`src/rtl/rapu_pkg.sv`:
```
package rapu_pkg;

    // ------------------------------------------------------------
    // Register map
    // ------------------------------------------------------------
    localparam logic [31:0] RAPU_ADDR_SELECT    = 32'hE000ED98;
    localparam logic [31:0] RAPU_OFF_BASE       = 32'h00000004;
    localparam logic [31:0] RAPU_OFF_ATTR       = 32'h00000008;
    localparam logic [31:0] RAPU_OFF_ALIAS1     = 32'h0000000C;
    localparam logic [31:0] RAPU_OFF_ALIAS_STEP = 32'h00000008;
    localparam int          RAPU_NUM_ALIAS      = 4;
    localparam int          RAPU_NUM_REGIONS    = 8;
    localparam int          RAPU_WORD_SPAN      = 12;

    // ------------------------------------------------------------
    // Field positions
    // ------------------------------------------------------------
    localparam int RAPU_SEL_LSB      = 0;
    localparam int RAPU_SEL_W        = 3;
    localparam int RAPU_BASE_VALID   = 4;
    localparam int RAPU_BASE_REG_LSB = 0;
    localparam int RAPU_BASE_ADDR_LSB = 5;
    localparam int RAPU_EN_BIT       = 0;
    localparam int RAPU_SIZE_LSB     = 1;
    localparam int RAPU_SIZE_W       = 5;
    localparam int RAPU_SRD_LSB      = 8;
    localparam int RAPU_AP_LSB       = 24;
    localparam int RAPU_AP_W         = 3;
    localparam int RAPU_XN_BIT       = 28;
    localparam int RAPU_TEX_LSB      = 19;
    localparam int RAPU_C_BIT        = 17;
    localparam int RAPU_B_BIT        = 16;

    // ------------------------------------------------------------
    // Sizes and reset values
    // ------------------------------------------------------------
    localparam logic [4:0]  RAPU_SIZE_MIN    = 5'h04;
    localparam logic [4:0]  RAPU_SIZE_SUBMIN = 5'h07;
    localparam logic [31:0] RAPU_RST_WORD    = 32'h00000000;
    localparam logic [2:0]  RAPU_RST_SEL     = 3'h0;

    // Permission encodings
    localparam logic [2:0] RAPU_AP_NONE  = 3'h0;
    localparam logic [2:0] RAPU_AP_PRW   = 3'h1;
    localparam logic [2:0] RAPU_AP_PRW_UR = 3'h2;
    localparam logic [2:0] RAPU_AP_FULL  = 3'h3;
    localparam logic [2:0] RAPU_AP_PRO   = 3'h5;
    localparam logic [2:0] RAPU_AP_RO_A  = 3'h6;
    localparam logic [2:0] RAPU_AP_RO_B  = 3'h7;

    // ------------------------------------------------------------
    // Carriers
    // ------------------------------------------------------------
    typedef struct packed {
        logic        valid;
        logic [31:0] addr;
        logic        write;
        logic        priv;
        logic        fetch;
    } rapu_access_t;

    typedef struct packed {
        logic        fault;
        logic        hit;
        logic [2:0]  region;
        logic        background;
        logic        strongly_ordered;
        logic [5:0]  attr;
    } rapu_result_t;

    typedef struct packed {
        logic        en;
        logic [1:0]  size;
        logic [3:0]  wstrb;
        logic        write;
        logic [31:0] addr;
        logic [31:0] wdata;
    } rapu_regreq_t;

endpackage

```
`src/rtl/rapu_unit.sv`:
```
`timescale 1ns/1ns
// Function
// (RQ1) Eight regions plus privileged background region
// (RQ2) Highest numbered matching region wins
// (RQ3) Background grants privileged requests only; with unit_enable low the code grants every request
// (RQ4) One table serves fetches and data
// (RQ5) Prohibited access raises management fault
// (RQ6) Software uses words; attribute register also smaller
// (RQ7) Unaligned or wrong-size accesses are ignored
// (RQ8) Select, base, attribute writable separately or burst
// (RQ9) Alias pairs program up to four regions
// (RQ10) Valid base write picks embedded region
// (RQ11) Select at fixed address, base, size, attribute
// (RQ12) Large regions split into eight subregions
// (RQ13) Mask bit zero is lowest subregion
// (RQ14) Disabled subregion falls through or faults
// (RQ15) Small regions need zero subregion mask
// (RQ16) Software disables stale regions before reprogramming; the testbench rewrites bases without disabling first
// (RQ17) Software issues barriers after changes
// (RQ18) Software masks interrupts during attribute changes
// (RQ19) Strongly ordered accesses stay in order
// (RQ20) Three-bit permission field decode
// (RQ21) Check done in the access cycle
module rapu_unit
    import rapu_pkg::*;
#(
    parameter int NUM_REGIONS = RAPU_NUM_REGIONS
) (
    input  wire logic         clk,
    input  wire logic         rst,
    input  wire logic         unit_enable,
    input  wire rapu_access_t acc,
    output rapu_result_t      res,
    output logic              so_hold,
    input  wire rapu_regreq_t reg_req,
    output logic [31:0]       reg_rdata,
    output logic              reg_ack,
    input  wire logic         acc_done
);

    // ------------------------------------------------------------
    // Region table
    // ------------------------------------------------------------
    logic [2:0]  sel_ff;
    logic [31:0] base_ff [NUM_REGIONS];
    logic [31:0] attr_ff [NUM_REGIONS];
    logic        so_pending_ff;

    // ------------------------------------------------------------
    // Decode helpers
    // ------------------------------------------------------------
    function automatic logic ap_allows(input logic [2:0] ap, input logic priv, input logic wr);
        logic ok;
        ok = 1'b0;
        unique case (ap) // [RQ20]
            RAPU_AP_PRW:    ok = priv;
            RAPU_AP_PRW_UR: ok = priv | ~wr;
            RAPU_AP_FULL:   ok = 1'b1;
            RAPU_AP_PRO:    ok = priv & ~wr;
            RAPU_AP_RO_A,
            RAPU_AP_RO_B:   ok = ~wr;
            default:        ok = 1'b0;
        endcase
        return ok;
    endfunction

    function automatic logic region_hit(input logic [31:0] base, input logic [31:0] attr,
                                        input logic [31:0] a);
        logic [4:0]  sz;
        logic [31:0] mask;
        logic [2:0]  sub;
        logic        in;
        sz   = attr[RAPU_SIZE_LSB +: RAPU_SIZE_W];
        mask = (sz >= 5'd31) ? 32'h00000000 : (32'hFFFFFFFF << (sz + 5'd1));
        in   = attr[RAPU_EN_BIT] && (sz >= RAPU_SIZE_MIN) && ((a & mask) == (base & mask));
        sub  = 3'h0;
        if (sz >= RAPU_SIZE_SUBMIN) begin // [RQ12]
            sub = 3'((a >> (sz - 5'd2)) & 32'h7); // [RQ13]
            if (attr[RAPU_SRD_LSB + sub]) begin
                in = 1'b0; // [RQ14]
            end
        end
        return in;
    endfunction

    function automatic logic is_so(input logic [31:0] attr);
        return (attr[RAPU_TEX_LSB +: 3] == 3'h0) && !attr[RAPU_C_BIT] && !attr[RAPU_B_BIT];
    endfunction

    // ------------------------------------------------------------
    // Match and permission, same cycle
    // ------------------------------------------------------------
    rapu_result_t nxt_res;
    always_comb begin
        logic [31:0] wattr;
        wattr   = RAPU_RST_WORD;
        nxt_res = '0;
        for (int i = 0; i < NUM_REGIONS; i++) begin // [RQ1] [RQ4]
            if (region_hit(base_ff[i], attr_ff[i], acc.addr)) begin
                nxt_res.hit    = 1'b1; // [RQ2]
                nxt_res.region = 3'(i);
                wattr          = attr_ff[i];
            end
        end
        if (!unit_enable) begin
            nxt_res.background = 1'b1;
        end else if (nxt_res.hit) begin
            nxt_res.fault = !ap_allows(wattr[RAPU_AP_LSB +: RAPU_AP_W], acc.priv, acc.write)
                            || (acc.fetch && wattr[RAPU_XN_BIT]);
            nxt_res.strongly_ordered = is_so(wattr);
            nxt_res.attr = wattr[RAPU_B_BIT +: 6];
        end else begin
            nxt_res.background = 1'b1;
            nxt_res.fault      = !acc.priv; // [RQ3]
        end
        nxt_res.fault = nxt_res.fault & acc.valid; // [RQ5] [RQ21]
    end
    assign res = nxt_res;

    // ------------------------------------------------------------
    // Strongly ordered sequencing
    // ------------------------------------------------------------
    // One outstanding strongly ordered access at a time keeps program order
    always_ff @(posedge clk) begin
        if (rst) begin
            so_pending_ff <= 1'b0;
        end else if (acc.valid && !so_hold && !nxt_res.fault && nxt_res.strongly_ordered) begin
            so_pending_ff <= 1'b1; // [RQ19]
        end else if (acc_done) begin
            so_pending_ff <= 1'b0;
        end
    end
    assign so_hold = so_pending_ff && acc.valid && nxt_res.strongly_ordered;

    // ------------------------------------------------------------
    // Register port
    // ------------------------------------------------------------
    logic [31:0] off;
    logic        in_range;
    logic        aligned_ok;
    logic        is_base;
    logic        is_attr;
    logic [2:0]  tgt;
    assign off      = reg_req.addr - RAPU_ADDR_SELECT;
    // Last alias attribute word closes the window; anything above is refused
    assign in_range = (reg_req.addr >= RAPU_ADDR_SELECT) &&
                      (off < RAPU_OFF_ATTR + RAPU_OFF_ALIAS_STEP * 32'(RAPU_NUM_ALIAS - 1) + 32'h00000004);
    assign is_base  = in_range && (off != 32'h0) && (off[2:0] == 3'h4);
    // Whole attribute word, so byte lanes 1 and 3 reach it too
    assign is_attr  = in_range && (off >= RAPU_OFF_ATTR) && !off[2]; // [RQ9]
    always_comb begin
        unique case (reg_req.size)
            2'h2:    aligned_ok = (reg_req.addr[1:0] == 2'h0);
            2'h1:    aligned_ok = is_attr && !reg_req.addr[0]; // [RQ7]
            2'h0:    aligned_ok = is_attr;
            default: aligned_ok = 1'b0;
        endcase
    end
    assign tgt = (reg_req.write && is_base && reg_req.wdata[RAPU_BASE_VALID]) ?
                 reg_req.wdata[RAPU_BASE_REG_LSB +: 3] : sel_ff; // [RQ10]

    logic wr_go;
    assign wr_go = reg_req.en && reg_req.write && in_range && aligned_ok; // [RQ8]

    always_ff @(posedge clk) begin
        if (rst) begin
            sel_ff <= RAPU_RST_SEL;
        end else if (wr_go && off == 32'h0) begin
            sel_ff <= reg_req.wdata[RAPU_SEL_LSB +: RAPU_SEL_W]; // [RQ11]
        end else if (wr_go && is_base && reg_req.wdata[RAPU_BASE_VALID]) begin
            sel_ff <= reg_req.wdata[RAPU_BASE_REG_LSB +: 3];
        end
    end

    always_ff @(posedge clk) begin
        if (rst) begin
            for (int i = 0; i < NUM_REGIONS; i++) begin
                base_ff[i] <= RAPU_RST_WORD;
                attr_ff[i] <= RAPU_RST_WORD;
            end
        end else if (wr_go && is_base) begin
            base_ff[tgt] <= {reg_req.wdata[31:RAPU_BASE_ADDR_LSB], 5'h00};
        end else if (wr_go && is_attr) begin
            for (int b = 0; b < 4; b++) begin
                if (reg_req.wstrb[b]) begin
                    attr_ff[sel_ff][b*8 +: 8] <= reg_req.wdata[b*8 +: 8];
                end
            end
        end
    end

    always_ff @(posedge clk) begin
        if (rst) begin
            reg_rdata <= RAPU_RST_WORD;
            reg_ack   <= 1'b0;
        end else begin
            reg_ack   <= reg_req.en;
            reg_rdata <= RAPU_RST_WORD;
            if (reg_req.en && !reg_req.write && in_range && aligned_ok) begin
                if (off == 32'h0) begin
                    reg_rdata <= {29'h0, sel_ff};
                end else if (is_base) begin
                    reg_rdata <= base_ff[sel_ff] | {27'h0, 2'h0, sel_ff};
                end else if (is_attr) begin
                    reg_rdata <= attr_ff[sel_ff];
                end
            end
        end
    end

    // ------------------------------------------------------------
    // Checks
    // ------------------------------------------------------------
    chk_bg_unpriv: assert property (@(posedge clk) disable iff (rst) // [RQ3]
        acc.valid && unit_enable && !res.hit && !acc.priv |-> res.fault)
        else $error("unprivileged background access not faulted");
    chk_bg_priv: assert property (@(posedge clk) disable iff (rst) // [RQ3]
        acc.valid && !res.hit && acc.priv |-> !res.fault)
        else $error("privileged background access faulted");
    chk_ap_none: assert property (@(posedge clk) disable iff (rst) // [RQ20]
        acc.valid && unit_enable && res.hit && attr_ff[res.region][RAPU_AP_LSB +: 3] == RAPU_AP_NONE
        |-> res.fault) else $error("no-access region allowed access");
    chk_ro_write: assert property (@(posedge clk) disable iff (rst) // [RQ20]
        acc.valid && unit_enable && res.hit && acc.write &&
        attr_ff[res.region][RAPU_AP_LSB +: 2] == 2'h2 && attr_ff[res.region][26] |-> res.fault)
        else $error("write to read-only region allowed");
    chk_top_region: assert property (@(posedge clk) disable iff (rst) // [RQ2]
        region_hit(base_ff[7], attr_ff[7], acc.addr) |-> res.hit && res.region == 3'h7)
        else $error("region seven did not take precedence");
    chk_sel_write: assert property (@(posedge clk) disable iff (rst) // [RQ11]
        reg_req.en && reg_req.write && reg_req.size == 2'h2 && reg_req.addr == RAPU_ADDR_SELECT
        |=> sel_ff == $past(reg_req.wdata[2:0])) else $error("select write lost");
    chk_unaligned: assert property (@(posedge clk) disable iff (rst) // [RQ7]
        reg_req.en && reg_req.write && reg_req.size == 2'h2 && reg_req.addr[1:0] != 2'h0
        |=> $stable(sel_ff)) else $error("unaligned write took effect");
    chk_so_order: assert property (@(posedge clk) disable iff (rst) // [RQ19]
        so_pending_ff && !acc_done |=> so_pending_ff)
        else $error("strongly ordered access released before completion");
    chk_fault_now: assert property (@(posedge clk) disable iff (rst) // [RQ5]
        !acc.valid |-> !res.fault) else $error("fault without access");

endmodule

```
`config.mk`:
```
export PLATFORM = sky130hd
export DESIGN_NAME = rapu_unit
export DESIGN_NICKNAME = d
export VERILOG_FILES = /design/src/rtl/rapu_pkg.sv /design/src/rtl/rapu_unit.sv
export SDC_FILE = /design/constraint.sdc
export NUM_CORES = 2
export LEC_CHECK = 0
export ABC_AREA = 1
export BUFFER_PORTS_ARGS = -buffer_cell sky130_fd_sc_hd__buf_2
export CAP_MARGIN = 20
export CORE_UTILIZATION = 30
export CTS_CLUSTER_DIAMETER = 150
export DETAILED_ROUTE_END_ITERATION = 10
export GPL_TIMING_DRIVEN = 0
export SYNTH_ARGS = -nofsm -noshare
export SYNTH_HDL_FRONTEND = slang
export SYNTH_SLANG_ARGS = --single-unit
export TNS_END_PERCENT = 5
```
`constraint.sdc`:
```
create_clock -name clk -period 4.3 [get_ports clk]
set_input_delay 0.215 -clock clk [delete_from_list [all_inputs] [get_ports clk]]
set_output_delay 0.215 -clock clk [all_outputs]
set_load 0.02 [all_outputs]
```
==> flow_metrics.py <==
metrics = {
    "clock_network": {
        "cts_root_buffer": "clkbuf_16",
        "cts.path.max_buffers": 3,
        "clkLatencyLatePin_ns": 0.67,
        "clkSinkCount": 512,
        "htree_levels": 2,
        "cts_buffers": 59,
        "tritoncts": "yes",
        "clk_pin_slew_worst_paths_ns": 0.06,
    },
    "pwr": {
        "peakVddDrop_mv": 0.2688,
        "power_density_nw_per_um2": 313.7,
        "power_mw": 14.47,
        "p_leak_nw": 18.44,
    },
    "place": {
        "port_buffers": 140,
        "place_hpwl_mm": 161.5,
        "place.gp.congestion": 1.060,
        "placed_cells": 6942,
        "preCtsSetupSlack_ns": -1.609,
    },
    "synth": {
        "yosysTopAreaCell": "edfxtp_1",
        "synthTopCellsByArea": "edfxtp_1, nand2_1, o21ai_0",
        "syn_nets": 5293,
        "synth_async_sr_flop_share_pct": 0,
        "synth_seq_cells": 512,
        "synth_top_area_share_pct": 37.33,
        "ys_seq_area_share_pct": 39.44,
        "synth_flop_cell": "edfxtp_1",
        "ys_types": 66,
        "syn_area_sq_um": 37970,
        "synth_edf_count": 472,
        "syn_avg_cell_area_sq_um": 7.422,
        "synth.most_common_cell": "nand2_1",
        "synth.top_cells.by_count": "nand2_1, nor2_1, o21ai_0",
        "synth_cells": 5116,
        "yosys_warnings": 0,
    },
    "grt": {
        "globalRoute.totalOverflow": 0,
        "grt_max_degree": 20,
        "grt_pass1_wl_mm": 287.4,
        "grt_usage_pct": 31.77,
        "grt_pass1_vias": 37910,
        "antenna_found_initial": 11,
    },
    "worst_setup_path": {
        "path_cells": "buf_2 > clkbuf_1 > buf_2 > xor2_1 > o21ai_0 > nand2_1 > a21oi_2 > nand4_1 > nor2_1 > nand2_2 > a21oi_4 > nand2_4 > nand2_4 > inv_4 > nand2_1 > nor2_1 > nand2_1 > nand2_1 > nand2_2 > nand2_1 > nor2_2 > nand3_2 > nor3_2 > buf_4",
        "cpMostUsedCell": "nand2_1",
        "crit_path_end_kind": "output port",
        "cp_max_fo": 10,
        "crit_buf_inv": 5,
        "critPathKind": "input pin to output port",
        "path_delay_family": "buffers and inverters",
        "cp.arrival_ns": 4.57,
        "critPathMaxStageDelay_ns": 0.93,
        "cpMaxStageDelayCell": "clkbuf_1",
        "critPathLaunchType": "input pin",
        "cp.required_ns": 4.09,
    },
    "detailed_routing": {
        "drc": 0,
        "drt_first_pass_iters": 9,
        "wl_per_cell_um": 29.54,
        "postRouteAntennaNets": 0,
        "wirelength_mm": 211.7,
        "num_vias": 41980,
        "drt_iter0_drc": 7366,
        "viasPerCell": 5.858,
    },
    "timing": {
        "finalHoldViolCount": 0,
        "fmax_mhz": 208.8,
        "setup_viol": 14,
        "rsz0062_at_grt": "yes",
        "final.setup.worst_slack_ns": -0.4895,
        "period_needed_ns": 4.790,
        "skew_ns": 0.02981,
        "slew_viol_final": 0,
        "tightest_slew_ns": 1.365,
        "whs_ns": 0.02415,
        "timing.final.crit_share_pct": 111.4,
        "relSlewSlack_pct": 8.980,
    },
    "job": {
        "maxCapViolations": 0,
    },
    "layout": {
        "seq_area_sq_um": 14970,
        "fin_cells": 7166,
        "drive_gt1_share_pct": 15.94,
        "areaGrowthSynthToFinish_pct": 21.46,
        "nFillCells": 13210,
        "post-route-util_pct": 36.73,
        "nets": 5641,
        "multi_input_area_sq_um": 21530,
    },
    "floorplanning": {
        "io_pins": 159,
        "fp.dieH_um": 357.8,
        "coreArea_sq_um": 125600,
        "die_area_sq_um": 128000,
        "initial_core_util_pct": 30.24,
        "rows": 130,
        "die_w_um": 357.8,
    },
    "run_status": {
        "run_status": "finished, violations left",
        "violations": "negative setup slack",
    },
    "worst_hold_path": {
        "hold_path.class": "input pin to flip-flop",
    },
}
[placed cells by master, fill, tap and decap left out, types with 22 or more instances in the layout]
| cell type | instances |
|---|---|
| nand2_1 | 922 |
| xor2_1 | 152 |
| edfxtp_1 | 472 |
| o221ai_1 | 39 |
| nor2_2 | 60 |
| buf_2 | 184 |
| buf_4 | 109 |
| clkbuf_16 | 64 |
| nor2_1 | 813 |
| buf_6 | 49 |
| nor3_1 | 22 |
| o21ai_1 | 33 |
| nand2_2 | 56 |
| ha_4 | 25 |
| nand3_1 | 409 |
| o211ai_1 | 53 |
| clkinv_1 | 23 |
| inv_1 | 293 |
| nand3_4 | 55 |
| inv_2 | 24 |
| clkbuf_1 | 179 |
| dfxtp_1 | 40 |
| xnor2_1 | 66 |
| ha_1 | 29 |
| o22ai_1 | 38 |
| nand4_1 | 31 |
| a21oi_1 | 291 |
| o21ai_0 | 598 |
[path summary, 6_finish.rpt]
check,start,to,slack (ns),depth (start not counted)
max,acc[29],so_hold,-0.49,24
min,reg_req[18],attr_ff[2][18],0.02,3
min reg2reg,so_pending_ff,so_pending_ff,0.49,2
max reg2reg,flip-flop,reg_rdata[0],-0.10,9
[layer usage]
layer  vias up  track usage, %  wire length, um
li1      18080               -                -
met1     19920           42.02            81180
met2      3325           44.92            84610
met3       653           9.649            29850
met4        10           19.74            15940
met5         -               0              104
[power breakdown]
group / switching [mW] / leakage, nW / total [mW] / internal, mW
logic: 2.36 / 12.7 / 3.39 / 1.03
clock network: 2.29 / 0.958 / 5.21 / 2.93
registers: 0.207 / 4.80 / 5.87 / 5.66
[worst register-to-register path: cells and delay by family (launching register included)]
family	cells	cell delay [ns]
compound gates	5	1.62
buf+inv	4	2.31
flops	1	0.30
[final cells by class]
class | count | share of cell area (%)
Timing Repair Buffer | 291 | 5.057
Sequential cell | 512 | 32.47
Clock buffer | 72 | 3.513
Clock inverter | 38 | 0.7379
Inverter | 348 | 3.001
Buffer | 334 | 4.051
Tap cell | 1650 | 4.477
Multi-Input combinational cell | 3918 | 46.68
Antenna cell | 3 | 0.01628
[kinds of logic (layout without fill, tap and decap cells)]
kind of cell / count (synthesis) / count (layout) / share of synthesized area, %
compound gates: 1148 / 1148 / 16.66
xor+xnor: 234 / 234 / 5.418
fa+ha+maj: 65 / 65 / 2.142
buf+inv: 686 / 1083 / 7.421
flops: 512 / 512 / 39.44
other cells: 0 / 3 / 0
simple gates: 2471 / 2471 / 28.92
[state kept, by name, summed over array words and instances (netlist names), named ones only]
signal and flops:
attr_ff 256, base_ff 216, reg_ack 1, reg_rdata 32, sel_ff 3, so_pending_ff 1
[what timing repair did]
item | 4_1_cts | 5_1_grt
resized for setup | 325 | 201
pin swaps | 35 | 74
endpoints found under the hold margin | 49 | 0
endpoints found under the setup margin | 16 | 100
hold buffers | 17 | 0
setup buffers | 38 | 57
gates cloned | 1 | 1
[through the flow]
| stage | setup TNS, ns | instance area (sq um) |
|---|---|---|
| 4_1_cts | -2.857 | 45070 |
| 3_3_place_gp | -237.49 | 40740 |
| 5_1_grt | -3.985 | 46110 |
| 3_5_place_dp | -128.41 | 41410 |
| 2_1_floorplan | 0 | 37970 |
| 6_report | -3.138 | 46120 |
No activity file was read; power rests on OpenSTA's default activity.
